<file path="config.mk">
export PLATFORM = sky130hd
export DESIGN_NAME = arc_top
export DESIGN_NICKNAME = d
export VERILOG_FILES = /design/src/rtl/arc_pkg.sv /design/src/rtl/arc_top.sv
export SDC_FILE = /design/constraint.sdc
export NUM_CORES = 1
export LEC_CHECK = 0
export ABC_CLOCK_PERIOD_IN_PS = 4900
export BUFFER_PORTS_ARGS = -buffer_cell sky130_fd_sc_hd__buf_2
export CORE_MARGIN = 2
export CORE_UTILIZATION = 50
export CTS_BUF_LIST = sky130_fd_sc_hd__clkbuf_4 sky130_fd_sc_hd__clkbuf_8
export CTS_CLUSTER_DIAMETER = 80
export DETAILED_ROUTE_END_ITERATION = 10
export PLACE_DENSITY_LB_ADDON = 0.15
export SLEW_MARGIN = 0
export SYNTH_ARGS = -nofsm -noshare
export SYNTH_HDL_FRONTEND = slang
export SYNTH_SLANG_ARGS = --single-unit
export TNS_END_PERCENT = 5
</file>
<file path="constraint.sdc">
create_clock -name clk_sys_in -period 4.9 [get_ports clk_sys_in]
set_clock_uncertainty 0.05 [all_clocks]
set_input_delay 0.98 -clock clk_sys_in [delete_from_list [all_inputs] [get_ports clk_sys_in]]
set_output_delay 0.98 -clock clk_sys_in [all_outputs]
set_load 0.1 [all_outputs]
</file>
<file path="src/rtl/arc_pkg.sv">
// Purpose: shared constants and types for the disk adapter resource configuration block
// Assumes: AXI4-Lite register access, 32-bit data, 25 MHz system clock
// Notes: all offsets are byte addresses of aligned words
package arc_pkg;
   // register byte offsets
   localparam logic [7:0] ARC_CTRL_OFS = 8'h00;
   localparam logic [7:0] ARC_IOSEL_OFS = 8'h04;
   localparam logic [7:0] ARC_IRQSEL_OFS = 8'h08;
   localparam logic [7:0] ARC_DMASEL_OFS = 8'h0C;
   localparam logic [7:0] ARC_STAT_OFS = 8'h10;
   localparam logic [7:0] ARC_MASK_OFS = 8'h14;
   localparam logic [7:0] ARC_CLAIM_OFS = 8'h18;
   // control bits
   localparam int ARC_CTRL_ADIS = 0;
   localparam int ARC_CTRL_FDIS = 1;
   localparam int ARC_CTRL_HDIS = 2;
   localparam int ARC_CTRL_STBY = 3;
   localparam logic [3:0] ARC_CTRL_RST = 4'h0;
   // status event bits
   localparam int ARC_EV_PRI = 0;
   localparam int ARC_EV_SEC = 1;
   localparam int ARC_EV_FDC = 2;
   localparam int ARC_EV_STBY = 3;
   localparam int ARC_NEV = 4;
   // legacy addresses
   localparam logic [9:0] ARC_PRI_BASE = 10'h1F0;
   localparam logic [9:0] ARC_SEC_BASE = 10'h170;
   localparam logic [9:0] ARC_PRI_CTL = 10'h3F6;
   localparam logic [9:0] ARC_SEC_CTL = 10'h376;
   localparam logic [9:0] ARC_FDC_SHARED = 10'h3F7;
   localparam logic [9:0] ARC_FDC_SHARED2 = 10'h377;
   // base select codes: 0 off, 1 standard, 2..6 relocated
   localparam int ARC_NBASE = 7;
   localparam logic [2:0] ARC_BASE_OFF = 3'h0;
   localparam logic [2:0] ARC_BASE_STD = 3'h1;
   localparam logic [9:0] ARC_RELOC [2:6] = '{10'h1E8, 10'h168, 10'h1E0, 10'h160, 10'h2E8};
   // irq select codes: 0 off, else line number; defaults
   localparam logic [3:0] ARC_IRQ_OFF = 4'h0;
   localparam logic [3:0] ARC_IRQ_PRI_DEF = 4'hE;
   localparam logic [3:0] ARC_IRQ_SEC_DEF = 4'hF;
   localparam logic [3:0] ARC_IRQ_FDC_DEF = 4'h6;
   // dma select: 0 off, 1..3 channel 1/3/5 index into table
   localparam logic [1:0] ARC_DMA_OFF = 2'h0;
   localparam logic [2:0] ARC_DMA_CHAN [1:3] = '{3'h1, 3'h3, 3'h5};
   localparam logic [1:0] ARC_DMA_FDC_DEF = 2'h2;
   // fdc ports
   localparam logic [9:0] ARC_FDC_BASE = 10'h3F0;
   localparam logic [2:0] ARC_FDC_LO = 3'h2;
   localparam logic [2:0] ARC_FDC_HI = 3'h5;
   // axi responses
   localparam logic [1:0] ARC_RESP_OKAY = 2'h0;
   localparam logic [1:0] ARC_RESP_SLVERR = 2'h2;

   typedef struct packed {
      logic [2:0] fdc_io;
      logic [2:0] sec_io;
      logic [2:0] pri_io;
   } arc_iosel_t;
   typedef struct packed {
      logic [3:0] fdc_irq;
      logic [3:0] sec_irq;
      logic [3:0] pri_irq;
   } arc_irqsel_t;
   typedef struct packed {
      logic [1:0] fdc_dma;
      logic [1:0] hdc_dma;
   } arc_dmasel_t;
   // host i/o cycle from the expansion bus
   typedef struct packed {
      logic rd;
      logic wr;
      logic [9:0] addr;
   } arc_iocyc_t;
   typedef struct packed {
      logic pri;
      logic sec;
      logic fdc;
   } arc_sel_t;
endpackage

</file>
<file path="src/rtl/arc_top.sv">
// Purpose: resource config and address/irq/dma decode for a disk adapter with floppy
// Assumes: io cycles and controller requests arrive asynchronous, synchronised here
// Notes: one level interrupt for config events; irq/dma pins are one-hot lines
//
// Summary of operation
// hard-disk interrupt defaults to request line 14
// floppy interrupt routable to request line 6
// dma select offers at least three channels
// global disable removes the whole adapter from service
// floppy and hard-disk controllers have separate disable bits
// disable reachable by firmware and software through the register bus
// standby command request is forwarded to both channels' drives
// primary and secondary channels, master and slave each; drive_slave_out stays at master
// secondary command block decodes 170h to 177h
// five relocated base locations beyond standard ones
// base decode has an off setting
// claim report never includes port 377h
// secondary channel interrupt can use request line 15
// five further irq lines plus an off setting
// primary decodes 1F0h-1F7h and control 3F6h
// claim report never includes port 3F7h
// disabled controller ignores its addresses and holds irq and dma inactive
`timescale 1ns/100ps
`default_nettype none
module arc_top (
   // clock and reset
   input wire logic clk_sys_in,
   input wire logic reset_in,
   // axi4-lite slave
   input wire logic [7:0] s_axi_awaddr,
   input wire logic s_axi_awvalid,
   output logic s_axi_awready,
   input wire logic [31:0] s_axi_wdata,
   input wire logic [3:0] s_axi_wstrb,
   input wire logic s_axi_wvalid,
   output logic s_axi_wready,
   output logic [1:0] s_axi_bresp,
   output logic s_axi_bvalid,
   input wire logic s_axi_bready,
   input wire logic [7:0] s_axi_araddr,
   input wire logic s_axi_arvalid,
   output logic s_axi_arready,
   output logic [31:0] s_axi_rdata,
   output logic [1:0] s_axi_rresp,
   output logic s_axi_rvalid,
   input wire logic s_axi_rready,
   // expansion bus io cycle (asynchronous)
   input wire arc_pkg::arc_iocyc_t io_cyc_in,
   // controller requests (asynchronous)
   input wire logic pri_irq_req_in,
   input wire logic sec_irq_req_in,
   input wire logic fdc_irq_req_in,
   input wire logic hdc_dma_req_in,
   input wire logic fdc_dma_req_in,
   // decode selects, device within channel
   output arc_pkg::arc_sel_t io_sel_out,
   output logic [2:0] io_reg_out,
   output logic ctl_sel_out,
   output logic drive_slave_out,
   // bus request lines
   output logic [15:0] irq_lines_out,
   output logic [7:0] dma_lines_out,
   // standby pulse to drives
   output logic standby_cmd_out,
   // config interrupt
   output logic irq_out
);
   ////////////////////////////////////////////////////////////////////////
   // synchronisers for the async inputs
   localparam int NSYNC = 17;
   logic [NSYNC-1:0] sync1_q, sync2_q, sync_d;
   assign sync_d = {io_cyc_in, pri_irq_req_in, sec_irq_req_in, fdc_irq_req_in,
                    hdc_dma_req_in, fdc_dma_req_in};
   always_ff @(posedge clk_sys_in or posedge reset_in) begin
      if (reset_in) begin
         sync1_q <= '0;
         sync2_q <= '0;
      end else begin
         sync1_q <= sync_d;
         sync2_q <= sync1_q;
      end
   end
   arc_pkg::arc_iocyc_t cyc;
   logic pri_rq, sec_rq, fdc_rq, hdma_rq, fdma_rq;
   assign {cyc, pri_rq, sec_rq, fdc_rq, hdma_rq, fdma_rq} = sync2_q;

   ////////////////////////////////////////////////////////////////////////
   // registers and axi slave; a write responds two cycles after its address and data, a read one cycle after its address
   logic [3:0] ctrl_q, ctrl_d;
   arc_pkg::arc_iosel_t iosel_q, iosel_d;
   arc_pkg::arc_irqsel_t irqsel_q, irqsel_d;
   arc_pkg::arc_dmasel_t dmasel_q, dmasel_d;
   logic [arc_pkg::ARC_NEV-1:0] stat_q, stat_d, mask_q, mask_d, ev;
   logic aw_q, aw_d, w_q, w_d, bv_q, bv_d, rv_q, rv_d, awr_q, wr_q, arr_q;
   logic [7:0] awa_q, awa_d;
   logic [31:0] wd_q, wd_d, rd_q, rd_d;
   logic [1:0] br_q, br_d, rr_q, rr_d;
   logic stby_q, stby_d;
   logic [31:0] claim;
   logic wr_go, map_ok;
   assign wr_go = aw_q && w_q && !bv_q;
   always_comb begin
      aw_d = aw_q;
      w_d = w_q;
      awa_d = awa_q;
      wd_d = wd_q;
      bv_d = bv_q;
      br_d = br_q;
      ctrl_d = ctrl_q;
      iosel_d = iosel_q;
      irqsel_d = irqsel_q;
      dmasel_d = dmasel_q;
      mask_d = mask_q;
      stby_d = 1'b0;
      map_ok = 1'b1;
      if (s_axi_awvalid && !aw_q) begin
         aw_d = 1'b1;
         awa_d = s_axi_awaddr;
      end
      if (s_axi_wvalid && !w_q && s_axi_wstrb[0]) begin
         wd_d = s_axi_wdata;
      end
      if (s_axi_wvalid && !w_q) begin
         w_d = 1'b1;
      end
      if (bv_q && s_axi_bready) begin
         bv_d = 1'b0;
      end
      // one shared path: bios and os both write here
      if (wr_go) begin
         aw_d = 1'b0;
         w_d = 1'b0;
         bv_d = 1'b1;
         case (awa_q)
            arc_pkg::ARC_CTRL_OFS: begin
               ctrl_d = wd_q[3:0];
               stby_d = wd_q[arc_pkg::ARC_CTRL_STBY];
               ctrl_d[arc_pkg::ARC_CTRL_STBY] = 1'b0;
            end
            arc_pkg::ARC_IOSEL_OFS: iosel_d = wd_q[8:0];
            arc_pkg::ARC_IRQSEL_OFS: irqsel_d = wd_q[11:0];
            arc_pkg::ARC_DMASEL_OFS: dmasel_d = wd_q[3:0];
            arc_pkg::ARC_MASK_OFS: mask_d = wd_q[arc_pkg::ARC_NEV-1:0];
            arc_pkg::ARC_STAT_OFS: ;
            default: map_ok = 1'b0;
         endcase
         br_d = map_ok ? arc_pkg::ARC_RESP_OKAY : arc_pkg::ARC_RESP_SLVERR;
      end
   end
   // status: set wins over write-one-to-clear
   always_comb begin
      stat_d = stat_q;
      if (wr_go && awa_q == arc_pkg::ARC_STAT_OFS) begin
         stat_d = stat_q & ~wd_q[arc_pkg::ARC_NEV-1:0];
      end
      stat_d = stat_d | ev;
   end
   // read path
   always_comb begin
      rv_d = rv_q;
      rd_d = rd_q;
      rr_d = rr_q;
      if (rv_q && s_axi_rready) begin
         rv_d = 1'b0;
      end
      if (s_axi_arvalid && !rv_q) begin
         rv_d = 1'b1;
         rr_d = arc_pkg::ARC_RESP_OKAY;
         case (s_axi_araddr)
            arc_pkg::ARC_CTRL_OFS: rd_d = {28'h000_0000, ctrl_q};
            arc_pkg::ARC_IOSEL_OFS: rd_d = {23'h00_0000, iosel_q};
            arc_pkg::ARC_IRQSEL_OFS: rd_d = {20'h0_0000, irqsel_q};
            arc_pkg::ARC_DMASEL_OFS: rd_d = {28'h000_0000, dmasel_q};
            arc_pkg::ARC_STAT_OFS: rd_d = {28'h000_0000, stat_q};
            arc_pkg::ARC_MASK_OFS: rd_d = {28'h000_0000, mask_q};
            arc_pkg::ARC_CLAIM_OFS: rd_d = claim;
            default: begin
               rd_d = 32'h0000_0000;
               rr_d = arc_pkg::ARC_RESP_SLVERR;
            end
         endcase
      end
   end
   always_ff @(posedge clk_sys_in or posedge reset_in) begin
      if (reset_in) begin
         aw_q <= 1'b0;
         w_q <= 1'b0;
         awa_q <= 8'h00;
         wd_q <= 32'h0000_0000;
         bv_q <= 1'b0;
         br_q <= 2'h0;
         rv_q <= 1'b0;
         rd_q <= 32'h0000_0000;
         rr_q <= 2'h0;
         awr_q <= 1'b1;
         wr_q <= 1'b1;
         arr_q <= 1'b1;
         ctrl_q <= arc_pkg::ARC_CTRL_RST;
         iosel_q <= {arc_pkg::ARC_BASE_STD, arc_pkg::ARC_BASE_STD, arc_pkg::ARC_BASE_STD};
         irqsel_q <= {arc_pkg::ARC_IRQ_FDC_DEF, arc_pkg::ARC_IRQ_SEC_DEF,
                      arc_pkg::ARC_IRQ_PRI_DEF};
         dmasel_q <= {arc_pkg::ARC_DMA_FDC_DEF, arc_pkg::ARC_DMA_OFF};
         stat_q <= '0;
         mask_q <= '0;
         stby_q <= 1'b0;
      end else begin
         aw_q <= aw_d;
         w_q <= w_d;
         awa_q <= awa_d;
         wd_q <= wd_d;
         bv_q <= bv_d;
         br_q <= br_d;
         rv_q <= rv_d;
         rd_q <= rd_d;
         rr_q <= rr_d;
         awr_q <= !aw_d;
         wr_q <= !w_d;
         arr_q <= !rv_d;
         ctrl_q <= ctrl_d;
         iosel_q <= iosel_d;
         irqsel_q <= irqsel_d;
         dmasel_q <= dmasel_d;
         stat_q <= stat_d;
         mask_q <= mask_d;
         stby_q <= stby_d;
      end
   end
   assign s_axi_awready = awr_q;
   assign s_axi_wready = wr_q;
   assign s_axi_bvalid = bv_q;
   assign s_axi_bresp = br_q;
   assign s_axi_arready = arr_q;
   assign s_axi_rvalid = rv_q;
   assign s_axi_rdata = rd_q;
   assign s_axi_rresp = rr_q;

   ////////////////////////////////////////////////////////////////////////
   // enables; adapter disable overrides both controllers
   logic hdc_en, fdc_en;
   assign hdc_en = !ctrl_q[arc_pkg::ARC_CTRL_ADIS] && !ctrl_q[arc_pkg::ARC_CTRL_HDIS];
   assign fdc_en = !ctrl_q[arc_pkg::ARC_CTRL_ADIS] && !ctrl_q[arc_pkg::ARC_CTRL_FDIS];

   // base lookup: legacy address for codes 0 (off), 1 and 7, or one of five relocations for 2..6
   function automatic logic [9:0] arc_base(input logic [2:0] sel, input logic [9:0] std);
      logic [9:0] b;
      b = std;
      if (sel >= 3'd2 && sel <= 3'd6) begin
         b = arc_pkg::ARC_RELOC[sel];
      end
      return b;
   endfunction
   logic [9:0] pri_b, sec_b, fdc_b;
   assign pri_b = arc_base(iosel_q.pri_io, arc_pkg::ARC_PRI_BASE);
   assign sec_b = arc_base(iosel_q.sec_io, arc_pkg::ARC_SEC_BASE);
   assign fdc_b = arc_base(iosel_q.fdc_io, arc_pkg::ARC_FDC_BASE);
   // claim word: bases only; shared x7h ports are never listed
   assign claim = {2'b00, fdc_b, sec_b, pri_b};

   ////////////////////////////////////////////////////////////////////////
   // address decode, registered
   arc_pkg::arc_sel_t sel_q, sel_d;
   logic [2:0] reg_q, reg_d;
   logic ctl_q, ctl_d;
   always_comb begin
      sel_d = '0;
      ctl_d = 1'b0;
      reg_d = cyc.addr[2:0];
      if (cyc.rd || cyc.wr) begin
         // off setting answers nothing
         sel_d.pri = hdc_en && iosel_q.pri_io != arc_pkg::ARC_BASE_OFF &&
                     cyc.addr[9:3] == pri_b[9:3];
         sel_d.sec = hdc_en && iosel_q.sec_io != arc_pkg::ARC_BASE_OFF &&
                     cyc.addr[9:3] == sec_b[9:3];
         if (hdc_en && iosel_q.pri_io == arc_pkg::ARC_BASE_STD &&
             cyc.addr == arc_pkg::ARC_PRI_CTL) begin
            ctl_d = 1'b1;
            sel_d.pri = 1'b1;
         end
         if (hdc_en && iosel_q.sec_io == arc_pkg::ARC_BASE_STD &&
             cyc.addr == arc_pkg::ARC_SEC_CTL) begin
            ctl_d = 1'b1;
            sel_d.sec = 1'b1;
         end
         sel_d.fdc = fdc_en && iosel_q.fdc_io != arc_pkg::ARC_BASE_OFF &&
                     cyc.addr[9:3] == fdc_b[9:3] &&
                     cyc.addr[2:0] >= arc_pkg::ARC_FDC_LO &&
                     cyc.addr[2:0] <= arc_pkg::ARC_FDC_HI;
      end
   end

   ////////////////////////////////////////////////////////////////////////
   // irq and dma routing; one-hot lines, disabled sources held low
   logic [15:0] irq_d, irq_q;
   logic [7:0] dma_d, dma_q;
   logic [2:0] src_rq;
   logic [2:0] src_en;
   logic [3:0] src_line [3];
   assign src_rq = {fdc_rq, sec_rq, pri_rq};
   assign src_en = {fdc_en, hdc_en, hdc_en};
   assign src_line[0] = irqsel_q.pri_irq;
   assign src_line[1] = irqsel_q.sec_irq;
   assign src_line[2] = irqsel_q.fdc_irq;
   always_comb begin
      irq_d = 16'h0000;
      dma_d = 8'h00;
      for (int i = 0; i < 3; i++) begin
         if (src_rq[i] && src_en[i] && src_line[i] != arc_pkg::ARC_IRQ_OFF) begin
            irq_d[src_line[i]] = 1'b1;
         end
      end
      if (hdma_rq && hdc_en && dmasel_q.hdc_dma != arc_pkg::ARC_DMA_OFF) begin
         dma_d[arc_pkg::ARC_DMA_CHAN[dmasel_q.hdc_dma]] = 1'b1;
      end
      if (fdma_rq && fdc_en && dmasel_q.fdc_dma != arc_pkg::ARC_DMA_OFF) begin
         dma_d[arc_pkg::ARC_DMA_CHAN[dmasel_q.fdc_dma]] = 1'b1;
      end
   end
   // events: controller interrupts seen, and standby issued
   assign ev = {stby_q, fdc_rq & fdc_en, sec_rq & hdc_en, pri_rq & hdc_en};
   logic irqo_q, slv_q;
   always_ff @(posedge clk_sys_in or posedge reset_in) begin
      if (reset_in) begin
         sel_q <= '0;
         reg_q <= 3'h0;
         ctl_q <= 1'b0;
         irq_q <= 16'h0000;
         dma_q <= 8'h00;
         irqo_q <= 1'b0;
         slv_q <= 1'b0;
      end else begin
         sel_q <= sel_d;
         reg_q <= reg_d;
         ctl_q <= ctl_d;
         irq_q <= irq_d;
         dma_q <= dma_d;
         irqo_q <= |(stat_d & mask_q);
         // a write to register 6 always selects master, addr[0] xor itself being 0
         if ((sel_d.pri || sel_d.sec) && !ctl_d && cyc.wr && reg_d == 3'h6) begin
            slv_q <= cyc.addr[0] ^ cyc.addr[0];
         end
      end
   end
   assign io_sel_out = sel_q;
   assign io_reg_out = reg_q;
   assign ctl_sel_out = ctl_q;
   assign drive_slave_out = slv_q;
   assign irq_lines_out = irq_q;
   assign dma_lines_out = dma_q;
   assign standby_cmd_out = stby_q;
   assign irq_out = irqo_q;

   ////////////////////////////////////////////////////////////////////////
   // checks
   off_no_sel_a: assert property (@(posedge clk_sys_in) disable iff (reset_in)
      !hdc_en |=> !sel_q.pri && !sel_q.sec) else $error("disabled hdc selected");
   fdc_off_a: assert property (@(posedge clk_sys_in) disable iff (reset_in)
      !fdc_en |=> !sel_q.fdc) else $error("disabled fdc selected");
   adis_irq_a: assert property (@(posedge clk_sys_in) disable iff (reset_in)
      ctrl_q[arc_pkg::ARC_CTRL_ADIS] && $stable(ctrl_q) |=> irq_q == 16'h0000 && dma_q == 8'h00)
      else $error("irq or dma active while disabled");
   base_off_a: assert property (@(posedge clk_sys_in) disable iff (reset_in)
      iosel_q.sec_io == arc_pkg::ARC_BASE_OFF |=> !sel_q.sec || ctl_q)
      else $error("secondary decode while off");
   claim_x7_a: assert property (@(posedge clk_sys_in) disable iff (reset_in)
      claim[9:0] != arc_pkg::ARC_FDC_SHARED && claim[19:10] != arc_pkg::ARC_FDC_SHARED2)
      else $error("shared port claimed");
   pri_dec_a: assert property (@(posedge clk_sys_in) disable iff (reset_in)
      hdc_en && iosel_q.pri_io == arc_pkg::ARC_BASE_STD && (cyc.rd || cyc.wr) &&
      cyc.addr == arc_pkg::ARC_PRI_CTL |=> sel_q.pri && ctl_q)
      else $error("3f6 not decoded");
   sec_irq_a: assert property (@(posedge clk_sys_in) disable iff (reset_in)
      sec_rq && hdc_en && irqsel_q.sec_irq == arc_pkg::ARC_IRQ_SEC_DEF |=> irq_q[15])
      else $error("irq15 not raised");
   stby_ev_a: assert property (@(posedge clk_sys_in) disable iff (reset_in)
      standby_cmd_out |=> stat_q[arc_pkg::ARC_EV_STBY])
      else $error("standby event lost");
   cv_wr_c: cover property (@(posedge clk_sys_in) disable iff (reset_in) wr_go);
   cv_irq_c: cover property (@(posedge clk_sys_in) disable iff (reset_in) irq_out);
   cv_fdc_c: cover property (@(posedge clk_sys_in) disable iff (reset_in) sel_q.fdc);
endmodule
`default_nettype wire

</file>
==> results of run 1 <==
==> synthesized netlist by cell type, drive strengths merged (5+ instances only) <==
master,count,area (sq um)
nor4,8,86.3
nand2,53,199
nor3,6,30.0
nor3b,8,60.1
or3b,5,43.8
clkbuf,29,109
a21oi,7,35.0
dfrtp,139,3480
a21o,7,52.6
buf,14,98.8
inv,15,56.3
and3,7,43.8
a22oi,11,82.6
xor2,5,43.8
a31oi,10,62.6
o22ai,7,43.8
o21ai,26,130
nand2b,8,50.1
nand3b,7,52.6
nor2,21,78.8
nor2b,10,62.6
a32oi,5,43.8
dfstp,16,420
mux2i,8,80.1
o31ai,10,75.1
nand3,15,75.1
mux2,53,597
==> flip-flops by register name, indices dropped and copies added, names as in the netlist, 3 cells and up <==
name	cells
dma_lines_out	8
io_reg_out	3
irq_lines_out	16
irqsel_q	12
sync2_q	17
s_axi_rdata	23
io_sel_out	3
iosel_q	9
sync1_q	17
mask_q	4
ctrl_q	3
stat_q	4
awa_q	8
wd_q	12
dmasel_q	4
==> power groups by stage <==
stage	clock network (W)	registers, W	logic, W
detailed placement	0	0.00182	0.000926
global route	0.00107	0.00183	0.000992
global placement	0	0.00181	0.000905
CTS	0.00101	0.00179	0.000929
finish	0.000980	0.00180	0.000923
floorplan	0	0.00197	0.000541
==> routing by layer <==
| layer | GRT usage | wire length (microns) |
|---|---|---|
| met5 | 0 | 0 |
| met2 | 0.321 | 6500 |
| met3 | 0.0705 | 1040 |
| met4 | 0.0632 | 165 |
| met1 | 0.284 | 6360 |
==> path summary, 6_finish.rpt <==
| kind | end | slack (ns) | depth (start not counted) | startpoint |
|---|---|---|---|---|
| max | s_axi_rdata[9]$_DFFE_PP0P_ | 1.98 | 5 | s_axi_araddr[3] |
| min | sync2_q[12]$_DFF_PP0_ | 0.31 | 0 | sync1_q[12]$_DFF_PP0_ |
| max reg2reg | irqsel_q[0]$_DFFE_PP0P_ | 2.53 | 4 | awa_q[0]$_DFFE_PP0P_ |
| min reg2reg | sync2_q[12]$_DFF_PP0_ | 0.31 | 0 | sync1_q[12]$_DFF_PP0_ |
| max in group asynchronous | awa_q[1]$_DFFE_PP0P_ | 3.48 | 3 | reset_in |
| min in group asynchronous | sync1_q[11]$_DFF_PP0_ | 0.69 | 3 | reset_in |
==> kinds of logic (layout without fill, tap and decap cells) <==
| kind of cell | after synthesis | after routing |
|---|---|---|
| AOI/OAI and AO/OA | 108 | 108 |
| xor gates and xnor gates | 7 | 7 |
| buffers and inverters | 58 | 167 |
| DFF | 155 | 155 |
| muxes | 62 | 62 |
| other | 1 | 15 |
| and+or+nand+nor | 162 | 162 |
==> area by class of cell <==
| type | instances | area share |
|---|---|---|
| clock buffer | 18 | 0.0315 |
| clock inverter | 14 | 0.0224 |
| inverter | 15 | 0.00783 |
| multi-input combinational | 354 | 0.321 |
| sequential | 155 | 0.508 |
| tap | 172 | 0.0281 |
| timing repair buffer | 120 | 0.0806 |
==> through the flow <==
stage	std cells	cell area [sq um]	util	hold slack [ns]	setup WS, ns
after floorplan	567	6630	-	0.281	1.92
after global placement	816	7250	0.570	0.284	1.64
after detailed placement	816	7250	0.570	0.285	1.51
after CTS	848	7670	0.603	0.304	2.01
after global routing	848	7670	0.603	0.297	1.65
final	848	7670	0.603	0.305	1.98
==> critical path, delay by kind of cell <==
| family | cells | cell delay, ns |
|---|---|---|
| compound gates | 2 | 0.59 |
| buf+inv | 1 | 0.24 |
| simple gates | 2 | 1.42 |
==> results.sh, run 1 <==
export IMPL_status="finished clean"
export IMPL_nets=739
export IMPL_antenna_left=0
export IMPL_syn_inst=553
export IMPL_chipWidth_microns=119
export IMPL_vdd_drop_max_mv=0.355
export IMPL_cts_buffers=17
export IMPL_grt_usage=0.210
export IMPL_clk_pin_slew_ns=0.08
export IMPL_critPathRequiredTime_ns=5.22
export IMPL_gp_congestion=0.855
export IMPL_switchingPower_w=0.00138
export IMPL_routedWlPerCell_microns=16.6
export IMPL_drtIter0Drc=307
export IMPL_mostFrequentLayoutCells="139 x dfrtp_1, 118 x buf_2, 53 x nand2_1, 53 x mux2_2, 26 x o21ai_0"
export IMPL_layout_commonest_cell="dfrtp_1"
export IMPL_die_h_microns=119
export IMPL_pin_count=151
export IMPL_crit_slowest_cell="nor4b_1"
export IMPL_drcViolationCount=0
export IMPL_regArea_sq_um=3900
export IMPL_cts_sinks=155
export IMPL_setup_viol=0
export IMPL_netlist_area_sq_um=6570
export IMPL_hp_class="register to register"
export IMPL_critPathLaunchType="input pin"
export IMPL_tns_ns=0
export IMPL_max_freq_mhz=343
export IMPL_synth_compound_area_frac=0.113
export IMPL_fin_crit_ns=2.92
export IMPL_comb_power_share=0.249
export IMPL_core_area_sq_um=12700
export IMPL_synth_xor_area_frac=0.00933
export IMPL_htree_num_levels=4
export IMPL_fin_crit_sh=0.595
export IMPL_synth_avg_cell_area_sq_um=11.9
export IMPL_async_flop_share=1.00
export IMPL_vias=4592
export IMPL_synthAdderAreaFrac=0
export IMPL_antenna_found_initial=0
export IMPL_post_cts_resized=0
export IMPL_synth_area_mux_share=0.106
export IMPL_grt_ovfl_total=0
export IMPL_clock_latency_ns=0.45
export IMPL_p_sw_frac=0.372
export IMPL_hold_violations=0
export IMPL_dieArea_sq_um=14100
export IMPL_port_buffers=118
export IMPL_ys_ff_latch=155
export IMPL_clockPowerShare=0.265
export IMPL_synth_edff_count=0
export IMPL_fin_total_pwr_w=0.00370
export IMPL_fp_row_count=41
export IMPL_worst_slew_pin_slew_ns=1.05
export IMPL_grt_pass1_wl_microns=23000
export IMPL_ys_types=59
export IMPL_leakagePower_nw=3.64
export IMPL_critPathArrivalTime_ns=3.24
export IMPL_yosys_area_share_simple=0.138
export IMPL_fill_cells=1100
export IMPL_cp_max_fo=12
export IMPL_rsz0062_at_grt="false"
export IMPL_dpl_hpwl_microns=9930
export IMPL_multi_input_area_sq_um=2460
export IMPL_timing_slew_headroom=0.290
export IMPL_slowest_delay_ns=0.88
export IMPL_start_util=0.517
export IMPL_synth_top_family_by_area="simple AND/OR/NAND/NOR gates"
export IMPL_ys_flop_type="dfrtp_1"
export IMPL_slew_viol_final=0
export IMPL_path_cells="buf_2 > nor4b_1 > nand3_1 > o2bb2a_1 > o21ai_0"
export IMPL_cts_buffer_depth=2
export IMPL_drive_gt1_frac=0.343
export IMPL_yosysWarnings=0
export IMPL_diodes=0
export IMPL_cap_violations=0
export IMPL_viasPerCell=5.42
export IMPL_grt_pass1_vias=4530
export IMPL_p_seq_frac=0.486
export IMPL_path_class="input pin to register"
export IMPL_cts_setup_buffers=0
export IMPL_first_pass_iters=7
export IMPL_ctsHoldBuffers=0
export IMPL_p_per_area_nw_per_um2=483
export IMPL_grt_max_degree=156
export IMPL_crit_path_end_kind="register"
export IMPL_internal_power_w=0.00232
export IMPL_wl_microns=14100
export IMPL_area_delta_synth_final_pct=16.7
export IMPL_ctsRootBufferMaster="clkbuf_8"
export IMPL_yosysSeqAreaShare=0.593
export IMPL_tritoncts="yes"
(Power assumes the default switching activity.)
==> run 2: changes to the inputs <==
- ABC_CLOCK_PERIOD_IN_PS: 4900 -> 2560
- clock period: 4.9 -> 2.56 ns (I/O delays scaled with it)
==> results.sh, run 2 (synthesis gave the netlist of run 1 again) <==
export IMPL_status="finished clean"
export IMPL_largest_reg_flops=23
export IMPL_internal_power_w=0.00432
export IMPL_drcViolationCount=0
export IMPL_wl_microns=14000
export IMPL_fp_row_count=41
export IMPL_cts_buffer_depth=2
export IMPL_layout_commonest_cell="dfrtp_1"
export IMPL_slowest_delay_ns=0.59
export IMPL_antenna_found_initial=0
export IMPL_nets=745
export IMPL_grt_ovfl_total=0
export IMPL_start_util=0.517
export IMPL_pin_count=151
export IMPL_htree_num_levels=4
export IMPL_mostFrequentLayoutCells="139 x dfrtp_1, 118 x buf_2, 53 x nand2_1, 53 x mux2_2, 26 x o21ai_0"
export IMPL_cts_setup_buffers=0
export IMPL_first_pass_iters=5
export IMPL_drive_gt1_frac=0.349
export IMPL_timing_slew_headroom=0.540
export IMPL_max_freq_mhz=440
export IMPL_vdd_drop_max_mv=0.492
export IMPL_path_class="register to register"
export IMPL_fin_area_sq_um=7680
export IMPL_p_per_area_nw_per_um2=904
export IMPL_crit_path_end_kind="register"
export IMPL_crit_slowest_cell="or4_4"
export IMPL_slew_viol_final=0
export IMPL_dpl_hpwl_microns=10100
export IMPL_hold_violations=0
export IMPL_cts_sinks=155
export IMPL_routedWlPerCell_microns=16.4
export IMPL_area_delta_synth_final_pct=16.9
export IMPL_drtIter0Drc=301
export IMPL_gp_congestion=0.834
export IMPL_cp_top_family="simple AND/OR/NAND/NOR gates"
export IMPL_grt_pass1_wl_microns=23100
export IMPL_core_area_sq_um=12700
export IMPL_placed_area_sq_um=7300
export IMPL_p_sw_frac=0.378
export IMPL_fin_crit_ns=2.27
export IMPL_path_buf_inv=0
export IMPL_leakagePower_nw=3.66
export IMPL_path_cells="or4_4 > nor4_4 > a31oi_1 > or4_1"
export IMPL_hp_class="input pin to asynchronous set/reset pin"
export IMPL_die_h_microns=119
export IMPL_antenna_left=0
export IMPL_rsz0062_at_grt="false"
export IMPL_port_buffers=118
export IMPL_worst_slew_pin_slew_ns=0.687
export IMPL_dieArea_sq_um=14100
export IMPL_final_instance_count_excl_fill=854
export IMPL_critPathLaunchType="register"
export IMPL_clockPowerShare=0.249
export IMPL_chipWidth_microns=119
export IMPL_cp_max_fo=8
export IMPL_comb_power_share=0.255
export IMPL_tritoncts="yes"
export IMPL_critPathArrivalTime_ns=2.54
export IMPL_grt_usage=0.210
export IMPL_grt_pass1_vias=4576
export IMPL_tns_ns=0
export IMPL_p_seq_frac=0.496
export IMPL_critPathRequiredTime_ns=2.82
export IMPL_post_cts_resized=0
export IMPL_fin_crit_sh=0.888
export IMPL_cap_violations=0
export IMPL_hold_slack_ns=0.117
export IMPL_clk_pin_slew_ns=0.08
export IMPL_cts_buffers=17
export IMPL_viasPerCell=5.48
export IMPL_setup_viol=0
export IMPL_grt_max_degree=87
export IMPL_place_ws_ns=0.295
export IMPL_switchingPower_w=0.00263
export IMPL_fin_ws_ns=0.288
export IMPL_vias=4683
export IMPL_clock_latency_ns=0.45
export IMPL_diodes=0
export IMPL_ctsRootBufferMaster="clkbuf_8"
export IMPL_dpl_cell_count=822
export IMPL_ctsHoldBuffers=0
-- run 2: worst min-delay path, cell delays in order --
cell        delay [ns]
buf_2             0.11
clkinvlp_4        0.09
buf_12            0.34
-- run 2: layout make-up --
cell class                 count  area (sq um)
clock buffer                  20           269
tap                          172           215
timing repair buffer         126           663
clock inverter                12           114
multi-input combinational    354          2460
inverter                      15          60.1
fill                        1109          5040
sequential                   155          3900
-- run 2: power groups by stage --
stage | Sequential (W) | Combinational [W] | Clock [W]
2_1_floorplan | 0.00376 | 0.00104 | 0
3_3_place_gp | 0.00346 | 0.00173 | 0
3_5_place_dp | 0.00349 | 0.00177 | 0
4_1_cts | 0.00344 | 0.00178 | 0.00179
5_1_grt | 0.00351 | 0.00189 | 0.00190
6_report | 0.00344 | 0.00177 | 0.00173
-- run 2: layer usage --
metal  vias up  track usage  share of wire
met5         -            0              0
met4         0       0.0856          0.022
met3        20       0.0478          0.053
met2       160        0.319           0.46
met1      2310        0.292           0.46
li1       2193            -              -
-- run 2: path summary, 6_finish.rpt --
path,start,end,slack (ns),cells past startpoint
min in group clk_sys_in,fdc_dma_req_in,sync1_q[0]$_DFF_PP0_,0.12,1
worst max-delay path,awa_q[0]$_DFFE_PP0P_,irq_out$_DFF_PP0_,0.29,4
max in group asynchronous,reset_in,irqsel_q[7]$_DFFE_PP1P_,1.91,3
worst min register to register,sync1_q[12]$_DFF_PP0_,sync2_q[12]$_DFF_PP0_,0.30,0
worst max register to register,awa_q[0]$_DFFE_PP0P_,irq_out$_DFF_PP0_,0.29,4
worst min-delay path,reset_in,sync1_q[10]$_DFF_PP0_,0.12,3
-- run 2: stage by stage --
step | utilization | power [W]
final | 0.604 | 0.00694
after global routing | 0.604 | 0.00730
after CTS | 0.604 | 0.00700
after detailed placement | 0.574 | 0.00526
after global placement | 0.574 | 0.00519
after floorplan | - | 0.00480
